File: config.mk
export PLATFORM = sky130hd
export DESIGN_NAME = axt_transfer_step
export DESIGN_NICKNAME = d
export VERILOG_FILES = /design/src/axt_pkg.sv /design/src/axt_delay_chain.sv /design/src/axt_quot_reg.sv /design/src/axt_transfer_step.sv
export SDC_FILE = /design/constraint.sdc
export NUM_CORES = 1
export LEC_CHECK = 0
export BUFFER_PORTS_ARGS = -buffer_cell sky130_fd_sc_hd__buf_4
export CORE_ASPECT_RATIO = 1.1
export CORE_UTILIZATION = 30
export CTS_BUF_LIST = sky130_fd_sc_hd__clkbuf_4
export DETAILED_ROUTE_END_ITERATION = 10
export HOLD_SLACK_MARGIN = 0.15
export PLACE_DENSITY = 0.62
export SYNTH_ARGS = -nofsm -noshare
export SYNTH_HDL_FRONTEND = slang
export SYNTH_SLANG_ARGS = --single-unit
File: constraint.sdc
create_clock -name CORE_CLK_I -period 2.3 [get_ports CORE_CLK_I]
set_clock_uncertainty 0.15 [all_clocks]
set_input_delay 0.46 -clock CORE_CLK_I [delete_from_list [all_inputs] [get_ports CORE_CLK_I]]
set_output_delay 0.46 -clock CORE_CLK_I [all_outputs]
set_load 0.01 [all_outputs]
File: src/axt_pkg.sv
// Constants for the arithmetic extension transfer and step timing block.
// Assumes a 12-bit host whose bit 00 is the most significant bit.
// Overview of operation
// - Octal 7501 ORs quotient into working register
// - Fetch loads buffer bits 08-10 into opcode latch
// - Quotient-to-bus needs bits 05, 11, phase two
// - Working load strobe at third fetch pulse
// - Octal 7421 moves working register into quotient
// - Move enable: bits 11, 07 set, 04 clear
// - Working bits ANDed into quotient data inputs
// - Feedback suppressed while moving to quotient
// - Octal 7441 ORs step counter into working
// - Counter-to-bus needs bits 11, 06, phase two
// - Launch request from normalize or execute state
// - Launch pulse sets running, and step-active only if finish request high
// - Step pulse 350 ns after launch, recirculates
// - Running reclocked from step-active at tap
// - Step with DIV_STEP_OK_I high resets load flop, tap sets it
// - Load flop strobes quotient and counter loads
// - Quotient load at third pulse with bit 07
// - Extension decode needs fetch, operate, bits 03, 11
// - Finish request low clears step-active next step
package axt_pkg;

    localparam int DATA_W = 12;
    localparam int CNT_W = 5;
    localparam int OPC_W = 3;

    // Host bit 00 is the MSB, so host bit n sits at index 11 - n
    localparam int MB03 = 8;
    localparam int MB04 = 7;
    localparam int MB05 = 6;
    localparam int MB06 = 5;
    localparam int MB07 = 4;
    localparam int MB08 = 3;
    localparam int MB09 = 2;
    localparam int MB10 = 1;
    localparam int MB11 = 0;

    // Instruction codes (octal 7501, 7421, 7441)
    localparam logic [11:0] OPC_OR_QUOT = 12'hF41;
    localparam logic [11:0] OPC_MOVE_QUOT = 12'hF11;
    localparam logic [11:0] OPC_OR_CNT = 12'hF21;

    localparam logic [DATA_W-1:0] QUOT_RESET = 12'h000;
    localparam logic [OPC_W-1:0] OPC_RESET = 3'h0;

    // Delay chain figures in ns
    localparam int CLK_NS = 50;
    localparam int TAP_DELAY_NS = 250;
    localparam int AMP_DELAY_NS = 100;
    localparam int RECIRC_NS = 350;
    localparam int RUN_RECLOCK_NS = 450;
    localparam int LOAD_PULSE_NS = 100;

    // Step period rounds down, tap and pulse width round up
    localparam int STEP_CYC = (TAP_DELAY_NS + AMP_DELAY_NS) / CLK_NS;
    localparam int TAP_CYC =
        (RUN_RECLOCK_NS - RECIRC_NS + CLK_NS - 1) / CLK_NS;
    localparam int LOAD_W_CYC = (LOAD_PULSE_NS + CLK_NS - 1) / CLK_NS;

endpackage

File: src/axt_delay_chain.sv
// Synchronous stand-in for the tapped recirculating delay line.
// Assumes start_i is a single-cycle pulse in the core clock domain.
`timescale 1ns/1ps
module axt_delay_chain
    import axt_pkg::*;
#(
    parameter int PERIOD = STEP_CYC,
    parameter int TAP = TAP_CYC
) (
    input wire logic clk_i,
    input wire logic rst_n_i,
    input wire logic start_i,
    output logic raw_o,
    output logic tap_o
);

    logic busy;
    logic [7:0] cnt;
    logic [TAP-1:0] tap_sh;

    always_ff @(posedge clk_i) begin
        if (!rst_n_i) begin
            busy <= 1'b0;
            cnt <= 8'h00;
        end else if (start_i) begin
            busy <= 1'b1;
            cnt <= 8'h00;
        end else if (raw_o) begin
            busy <= 1'b0;
        end else if (busy) begin
            cnt <= cnt + 8'h01;
        end
    end

    assign raw_o = busy && (cnt == 8'(PERIOD - 1));

    // Second tap trails every emerging pulse, gated or not
    always_ff @(posedge clk_i) begin
        if (!rst_n_i) begin
            tap_sh <= '0;
        end else begin
            tap_sh <= {tap_sh[TAP-2:0], raw_o};
        end
    end

    assign tap_o = tap_sh[TAP-1];

endmodule // axt_delay_chain

File: src/axt_quot_reg.sv
// Quotient register with per-bit gated transfer from the working register.
// Assumes load strobes are synchronous; the transfer strobe lasts one cycle and the step strobe two.
`timescale 1ns/1ps
module axt_quot_reg
    import axt_pkg::*;
#(
    parameter int W = DATA_W
) (
    input wire logic clk_i,
    input wire logic rst_n_i,
    input wire logic xfer_load_i,
    input wire logic move_en_i,
    input wire logic [W-1:0] work_i,
    input wire logic step_load_i,
    input wire logic [W-1:0] step_data_i,
    output logic [W-1:0] quot_o
);

    genvar g;
    generate
        for (g = 0; g < W; g++) begin : g_bit
            always_ff @(posedge clk_i) begin
                if (!rst_n_i) begin
                    quot_o[g] <= QUOT_RESET[g];
                end else if (xfer_load_i) begin
                    quot_o[g] <= work_i[g] & move_en_i;
                end else if (step_load_i) begin
                    quot_o[g] <= step_data_i[g];
                end
            end
        end
    endgenerate

endmodule // axt_quot_reg

File: src/axt_transfer_step.sv
// Transfer decode and step timing of the arithmetic extension.
// Assumes host timing inputs are synchronous to CORE_CLK_I and that
// the third fetch pulse lasts one clock.
`timescale 1ns/1ps
module axt_transfer_step
    import axt_pkg::*;
(
    input wire logic CORE_CLK_I,
    input wire logic RESET_N_I,
    input wire logic [DATA_W-1:0] MEMORY_BUFFER_I,
    input wire logic FETCH_STATE_I,
    input wire logic EXECUTE_STATE_I,
    input wire logic OPERATE_CLASS_DECODE_I,
    input wire logic OPERATE_PHASE_TWO_I,
    input wire logic FETCH_THIRD_PULSE_I,
    input wire logic [DATA_W-1:0] WORKING_REGISTER_I,
    input wire logic [CNT_W-1:0] STEP_COUNTER_I,
    input wire logic SHIFT_NEEDED_FLAG_INSTR_I,
    input wire logic SHIFT_NEEDED_FLAG_I,
    input wire logic CNT_LOAD_MEM_QUAL_I,
    input wire logic FINISH_REQUEST_N_I,
    input wire logic DIV_STEP_OK_I,
    input wire logic [DATA_W-1:0] QUOT_STEP_DATA_I,
    output logic EXT_INSTR_DECODE_O,
    output logic [OPC_W-1:0] OPCODE_LATCH_O,
    output logic QUOTIENT_TO_BUS_EN_O,
    output logic COUNTER_TO_BUS_EN_O,
    output logic WORK_REG_FEEDBACK_EN_O,
    output logic WORK_TO_QUOTIENT_EN_O,
    output logic WORK_REG_LOAD_O,
    output logic QUOTIENT_LOAD_O,
    output logic COUNTER_LOAD_O,
    output logic [DATA_W-1:0] BUS_CONTRIB_O,
    output logic [DATA_W-1:0] QUOTIENT_REGISTER_O,
    output logic LAUNCH_REQUEST_O,
    output logic LAUNCH_PULSE_O,
    output logic STEP_PULSE_O,
    output logic STEP_ACTIVE_O,
    output logic RUNNING_O
);

    logic [DATA_W-1:0] mbuf;
    logic ph_two;
    logic pulse3;
    logic ext_instr_decode;
    logic xfer_quot_load;
    logic launch_pulse;
    logic chain_start;
    logic raw_pulse;
    logic tap_pulse;
    logic step_pulse;
    logic step_active_ff;
    logic running_ff;
    logic load_pulse_ff;
    logic next_load_pulse_ff;
    logic [1:0] strobe_cnt;
    logic load_strobe;

    assign mbuf = MEMORY_BUFFER_I;
    assign ph_two = OPERATE_PHASE_TWO_I;
    assign pulse3 = FETCH_THIRD_PULSE_I;

    // ------------------------------------------------------------
    // Instruction decode and transfer enables
    // ------------------------------------------------------------

    assign ext_instr_decode = FETCH_STATE_I && OPERATE_CLASS_DECODE_I
        && mbuf[MB03] && mbuf[MB11];
    assign EXT_INSTR_DECODE_O = ext_instr_decode;

    assign QUOTIENT_TO_BUS_EN_O = mbuf[MB05] && mbuf[MB11] && ph_two;

    assign COUNTER_TO_BUS_EN_O = mbuf[MB06] && mbuf[MB11] && ph_two;

    assign WORK_TO_QUOTIENT_EN_O = mbuf[MB11] && mbuf[MB07] && !mbuf[MB04]
        && ph_two;

    assign WORK_REG_FEEDBACK_EN_O = ph_two && !WORK_TO_QUOTIENT_EN_O
        && !mbuf[MB04];

    assign WORK_REG_LOAD_O = pulse3 && FETCH_STATE_I
        && OPERATE_CLASS_DECODE_I;

    assign xfer_quot_load = pulse3 && mbuf[MB07] && ext_instr_decode;

    assign QUOTIENT_LOAD_O = xfer_quot_load || load_strobe;
    assign COUNTER_LOAD_O = load_strobe;

    // ------------------------------------------------------------
    // Opcode latch
    // ------------------------------------------------------------

    always_ff @(posedge CORE_CLK_I) begin
        if (!RESET_N_I) begin
            OPCODE_LATCH_O <= OPC_RESET;
        end else if (pulse3 && ext_instr_decode) begin
            OPCODE_LATCH_O <= {mbuf[MB10], mbuf[MB09], mbuf[MB08]};
        end
    end

    // ------------------------------------------------------------
    // Bus contribution
    // ------------------------------------------------------------

    // Host ORs this into its working register, so no stale bits may survive:
    // rebuilt every cycle from the enabled quotient and step counter ORed together
    always_ff @(posedge CORE_CLK_I) begin
        if (!RESET_N_I) begin
            BUS_CONTRIB_O <= '0;
        end else begin
            BUS_CONTRIB_O <=
                (QUOTIENT_TO_BUS_EN_O ? QUOTIENT_REGISTER_O : '0)
                | (COUNTER_TO_BUS_EN_O
                    ? {{(DATA_W-CNT_W){1'b0}}, STEP_COUNTER_I} : '0);
        end
    end

    // ------------------------------------------------------------
    // Quotient register
    // ------------------------------------------------------------

    axt_quot_reg #(
        .W(DATA_W)
    ) u_quot (
        .clk_i(CORE_CLK_I),
        .rst_n_i(RESET_N_I),
        .xfer_load_i(xfer_quot_load),
        .move_en_i(WORK_TO_QUOTIENT_EN_O),
        .work_i(WORKING_REGISTER_I),
        .step_load_i(load_strobe),
        .step_data_i(QUOT_STEP_DATA_I),
        .quot_o(QUOTIENT_REGISTER_O)
    );

    // ------------------------------------------------------------
    // Launch
    // ------------------------------------------------------------

    assign LAUNCH_REQUEST_O = (SHIFT_NEEDED_FLAG_INSTR_I && SHIFT_NEEDED_FLAG_I)
        || (OPERATE_CLASS_DECODE_I && EXECUTE_STATE_I);

    assign launch_pulse = LAUNCH_REQUEST_O && CNT_LOAD_MEM_QUAL_I && pulse3;
    assign LAUNCH_PULSE_O = launch_pulse;

    // ------------------------------------------------------------
    // Step chain
    // ------------------------------------------------------------

    // Only a gated step feeds the chain; an ungated one dies out
    assign chain_start = launch_pulse || step_pulse;

    axt_delay_chain #(
        .PERIOD(STEP_CYC),
        .TAP(TAP_CYC)
    ) u_chain (
        .clk_i(CORE_CLK_I),
        .rst_n_i(RESET_N_I),
        .start_i(chain_start),
        .raw_o(raw_pulse),
        .tap_o(tap_pulse)
    );

    assign step_pulse = raw_pulse && running_ff;
    assign STEP_PULSE_O = step_pulse;

    always_ff @(posedge CORE_CLK_I) begin
        if (!RESET_N_I) begin
            step_active_ff <= 1'b0;
        end else if (launch_pulse) begin
            step_active_ff <= FINISH_REQUEST_N_I;
        end else if (step_pulse) begin
            step_active_ff <= FINISH_REQUEST_N_I || !running_ff;
        end
    end
    assign STEP_ACTIVE_O = step_active_ff;

    always_ff @(posedge CORE_CLK_I) begin
        if (!RESET_N_I) begin
            running_ff <= 1'b0;
        end else if (launch_pulse) begin
            running_ff <= 1'b1;
        end else if (tap_pulse) begin
            running_ff <= step_active_ff;
        end
    end
    assign RUNNING_O = running_ff;

    // ------------------------------------------------------------
    // Load pulse generator
    // ------------------------------------------------------------

    // reset by step with DIV_STEP_OK_I high, set by tap
    always_comb begin
        next_load_pulse_ff = load_pulse_ff;
        if (tap_pulse) begin
            next_load_pulse_ff = 1'b1;
        end else if (step_pulse) begin
            next_load_pulse_ff = !(DIV_STEP_OK_I && running_ff);
        end
    end

    always_ff @(posedge CORE_CLK_I) begin
        if (!RESET_N_I) begin
            load_pulse_ff <= 1'b1;
        end else begin
            load_pulse_ff <= next_load_pulse_ff;
        end
    end

    always_ff @(posedge CORE_CLK_I) begin
        if (!RESET_N_I) begin
            strobe_cnt <= 2'h0;
        end else if (tap_pulse && !load_pulse_ff) begin
            strobe_cnt <= 2'(LOAD_W_CYC);
        end else if (strobe_cnt != 2'h0) begin
            strobe_cnt <= strobe_cnt - 2'h1;
        end
    end
    assign load_strobe = strobe_cnt != 2'h0;
endmodule // axt_transfer_step

==> results of run 1 <==
-- routing by layer --
metal	vias to the layer above	GRT usage
met2	54	0.251
met5	-	0
met4	0	0.0652
li1	866	-
met3	6	0.0359
met1	742	0.188
-- cell families (layout without fill, tap and decap cells) --
family,after synthesis,after routing,share of synthesized area
DFF,43,43,0.463
and+or+nand+nor,79,79,0.232
xor gates and xnor gates,5,5,0.0236
buffers and inverters,15,111,0.0471
muxes,13,13,0.0781
adders and majority gates,2,2,0.0135
AOI/OAI and AO/OA,33,33,0.143
-- worst paths after layout --
kind,start,to,slack [ps],cells past startpoint
setup reg to reg,u_chain.cnt[0],u_chain.cnt[2],540,7
hold / removal,DIV_STEP_OK_I,load_pulse_ff,180,2
hold reg to reg,u_chain.tap_sh[0],u_chain.tap_sh[1],300,1
setup / recovery,u_chain.cnt[0],STEP_PULSE_O,140,6
-- synthesized netlist by cell type, types with 2 or more instances --
master     n  share of area
and4_1     2         0.0094
a21boi_1  10          0.040
a21boi_0   6          0.024
dfxtp_1   43           0.46
nor3_1     2         0.0054
nand4_1    2         0.0067
ha_1       2          0.013
and3_2     2         0.0081
and2_1     3          0.010
a211oi_1   2         0.0081
buf_6      2          0.012
nand3_1   18          0.048
a22o_1     6          0.028
clkbuf_1   4         0.0081
nand2_1   23          0.046
nor2_1    11          0.022
inv_1      6          0.012
xnor2_1    4          0.019
and3_1     8          0.027
mux2_2    12          0.073
a21oi_1    3         0.0081
-- final cells by class --
cell class | instances | share of cell area
inverter | 6 | 0.00829
clock inverter | 1 | 0.0111
clock buffer | 6 | 0.0166
multi-input combinational | 132 | 0.335
tap | 77 | 0.0355
sequential | 43 | 0.318
timing repair buffer | 98 | 0.276
-- through the flow --
step	util	worst slack (ps)	hold WS [ps]	cell area, um2
after floorplan	-	507	262	1860
after global placement	0.438	425	270	2570
after global routing	0.462	44.8	164	2720
after CTS	0.459	2.46	165	2700
final	0.462	143	182	2720
after detailed placement	0.438	428	278	2570
-- worst max-delay path, cell delays in order, from the launching register on --
cell and delay [ps]:
dfxtp_2 390, inv_1 50, ha_1 190, and4bb_2 280, nand4_4 120, inv_2 40
buf_4 130
-- registers in the layout, summed over array words and instances (netlist names) --
signal / cells
BUS_CONTRIB_O: 12
OPCODE_LATCH_O: 3
RUNNING_O: 1
STEP_ACTIVE_O: 1
load_pulse_ff: 1
strobe_cnt: 2
u_chain.busy: 1
u_chain.cnt: 8
u_chain.tap_sh: 2
u_quot.quot_o: 12
-- timing repair --
item,in CTS,in global routing
hold endpoints to repair,5,0
hold buffers,5,0
resized for setup,0,3
endpoints found under the setup margin,0,1
setup buffers,0,2
-- power by group --
group,switching [uW],leakage (uW),internal (uW)
clock network,238,0.0000417,236
registers,6.92,0.000348,752
logic,52.2,0.000864,87.7
==> impl_metrics.tcl, run 1 <==
set metrics [dict create \
    power-per-cell-area_mw_per_mm2 506 \
    dr.max_layer_used "met4" \
    die_h_um 84.5 \
    syn_nets 245 \
    grt_pass1_vias 1645 \
    timing.final.crit_share 0.938 \
    cts-root-buf "clkbuf_4" \
    syn2layout_area_growth_pct 46.1 \
    timing.slew.headroom 0.728 \
    dp.cells 349 \
    h-tree-depth 2 \
    cts-buffers-inserted 5 \
    ios 93 \
    final_common_cell "buf_4" \
    cts_sinks 43 \
    cap_violations 0 \
    diodes 0 \
    nets 341 \
    grt_start_max_net_pins 35 \
    yosys_warnings 0 \
    port_buffers 89 \
    syn_area_mm2 0.00186 \
    crit_arrival_ps 1550 \
    drt_iter0_drc 66 \
    wl_met3_um 283 \
    status "complete, no violations" \
    core_mm2 0.00588 \
    power.total_uw 1370 \
    avgSynthCellArea_um2 9.78 \
    dieArea_mm2 0.00651 \
    rows 29 \
    leakage_uw 0.00125 \
    synth_ff_type "dfxtp_1" \
    grt_pass1_wl_um 7850 \
    wire_per_inst_um 12.9 \
    clk_pin_slew_ps 120 \
    die_w_um 77.0 \
    setup_viol 0 \
    dp.final_hpwl_um 3420 \
    async_flop_share 0 \
    crit_required_ps 1690 \
    ant_nets 0 \
    cp-end-kind "output pin" \
    synth_edf_count 0 \
    fin_setup_tns_ps 0 \
    start_util 0.316 \
    yosysSeqAreaShare 0.463 \
    fill_cells 603 \
    final_cell_mix "buf_4, dfxtp_1, nand2_1, nand3_1, mux2_2" \
    final_max_slew_viol_count 0 \
    grt_remaining_overflow 0 \
    fmax_ghz 0.464 \
    worst_slew_pin_slew_ps 405 \
    wirelength_met1_um 2120 \
    ys_types 40 \
    fin_crit_ps 2160 \
    avgViaCountPerCell 4.60 \
    antenna_found_initial 0 \
    dr_total_vias 1668 \
    seqCellArea_um2 863 \
    drc 0 \
    hp-class "input pin to register" \
    crit_type "register to output pin" \
    multi_input_comb_area_um2 910 \
    drt-total-wl_um 4670 \
    ir_drop_mv 0.238 \
    clk_latency_ps 350 \
    postSynthCellCount 190 \
    cp-start-kind "register" \
    finish.cell_count_without_fillers 363 \
    firstDrtPassIters 4 \
    cts_tree "built" \
    final_layout_size_suffix_gt1_frac 0.437 \
    cts_buffer_depth 2 \
    rsz0062_at_grt "false" \
    hold_viol_final 0 \
    met2WireLength_um 2190 \
    grt.total_usage 0.152 \
    place_congestion 0.752 \
    synth_seq_cells 43 \
    critPathMaxFanout 5 \
]
(Power assumes the default switching activity.)
==> run 2: changes to the inputs <==
Settings changed: RECOVER_POWER set to 50.
==> run 2 against run 1 <==
Combinational power is essentially flat. Total power shrank 0.56%. Critical path depth stayed put. Hold slack improved by 9.9 ps. Non-clock buffer count did not move. Critical path type unchanged. Largest cell class unchanged. Largest power group unchanged.
==> impl_metrics.tcl, run 2 (synthesized netlist as in run 1, its figures left out) <==
set metrics [dict create \
    crit_arrival_ps 1540 \
    timing.slew.headroom 0.201 \
    antenna_found_initial 0 \
    reg2reg_from "u_chain.cnt[0]" \
    die_w_um 77.0 \
    power.share.clock 0.343 \
    hold_viol_final 0 \
    clk_latency_ps 340 \
    ios 93 \
    die_h_um 84.5 \
    fin_crit_ps 2150 \
    critPathMaxStageDelay_ps 390 \
    cap_violations 0 \
    core_mm2 0.00588 \
    cts-root-buf "clkbuf_4" \
    setup.worst_path.start "u_chain.cnt[0]" \
    rsz0062_at_grt "false" \
    syn2layout_area_growth_pct 43.3 \
    leakage_uw 0.00119 \
    fmax_ghz 0.466 \
    drt_iter0_drc 71 \
    post-route-util 0.453 \
    ir_drop_mv 0.238 \
    avgViaCountPerCell 4.60 \
    slowest_stage "dfxtp_2" \
    cts_tree "built" \
    comb_power_share 0.101 \
    h-tree-depth 2 \
    power-per-cell-area_mw_per_mm2 513 \
    grt_pass1_wl_um 7850 \
    cp-end-kind "output pin" \
    dp.final_hpwl_um 3420 \
    grt_pass1_vias 1645 \
    place_congestion 0.752 \
    drc 0 \
    seqPwrFrac 0.556 \
    nets 341 \
    setup_viol 0 \
    critPathTopFamily "flip-flops" \
    rows 29 \
    hp-start "DIV_STEP_OK_I" \
    cts-buffers-inserted 5 \
    ant_nets 0 \
    grt_remaining_overflow 0 \
    drt-total-wl_um 4650 \
    place_area_mm2 0.00257 \
    firstDrtPassIters 4 \
    power.switching_uw 291 \
    grt_start_max_net_pins 35 \
    final_common_cell "buf_4" \
    switching_share 0.213 \
    top_regs "BUS_CONTRIB_O (12), u_quot.quot_o (12), u_chain.cnt (8)" \
    cp-start-kind "register" \
    cp_cell_sequence "inv_1 -> ha_1 -> and4bb_2 -> nand4_4 -> inv_2 -> buf_4" \
    clk_pin_slew_ps 120 \
    critPathMaxFanout 5 \
    fin_setup_tns_ps 0 \
    cts_sinks 43 \
    port_buffers 89 \
    final_cell_area_mm2 0.00266 \
    final_max_slew_viol_count 0 \
    crit_type "register to output pin" \
    status "complete, no violations" \
    grt.total_usage 0.152 \
    timing.final.crit_share 0.933 \
    final_layout_size_suffix_gt1_frac 0.388 \
    start_util 0.316 \
    diodes 0 \
    final_cell_mix "buf_4, dfxtp_1, nand2_1, nand3_1, clkbuf_1" \
    dieArea_mm2 0.00651 \
    critical_path_buf_inv_count 3 \
    wire_per_inst_um 12.8 \
    hp-class "input pin to register" \
    worst_slew_pin_slew_ps 1200 \
    crit_required_ps 1690 \
    internal_power_uw 1070 \
    cts_buffer_depth 2 \
    dr_total_vias 1670 \
    fill_cells 610 \
]
==> run 2: power groups by stage <==
stage | combinational (uW) | clock, uW | sequential [uW]
finish | 138 | 469 | 759
global route | 151 | 529 | 761
CTS | 141 | 497 | 759
detailed placement | 134 | 0 | 775
global placement | 134 | 0 | 775
floorplan | 42.6 | 0 | 776
==> run 2: final cells by class <==
cell class                      count  area, um2  share of cell area
Multi-Input combinational cell    132        910               0.342
Sequential cell                    43        863               0.324
Timing Repair Buffer               98        696               0.261
Tap cell                           77       96.3              0.0362
Clock buffer                        6       45.0              0.0169
Clock inverter                      1       30.0              0.0113
Inverter                            6       22.5             0.00846
==> run 2: metal layers <==
layer,track usage,wire [um]
met1,0.188,2140
met5,0,0
met2,0.251,2200
met4,0.0652,53
met3,0.0359,261
==> run 2: final timing paths <==
| kind | end | slack [ps] | cells after the start |
|---|---|---|---|
| worst max-delay path | STEP_PULSE_O | 150 | 6 |
| worst min-delay path | load_pulse_ff | 190 | 2 |
| worst max register to register | u_chain.cnt[2] | 480 | 7 |
| worst min register to register | u_chain.tap_sh[1] | 300 | 1 |
==> run 2: stage by stage <==
stage,cells,total power (uW),hold WS (ps),worst slack (ps)
global route,363,1440,164,44.8
detailed placement,349,909,278,428
finish,363,1370,192,154
CTS,361,1400,165,2.46
global placement,349,909,270,425
floorplan,190,819,262,507
==> run 2: repair_timing <==
action | CTS | global route
hold endpoints to repair | 5 | 0
resized for setup | 0 | 3
endpoints found under the setup margin | 0 | 1
buffers inserted | 0 | 2
hold buffers | 5 | 0
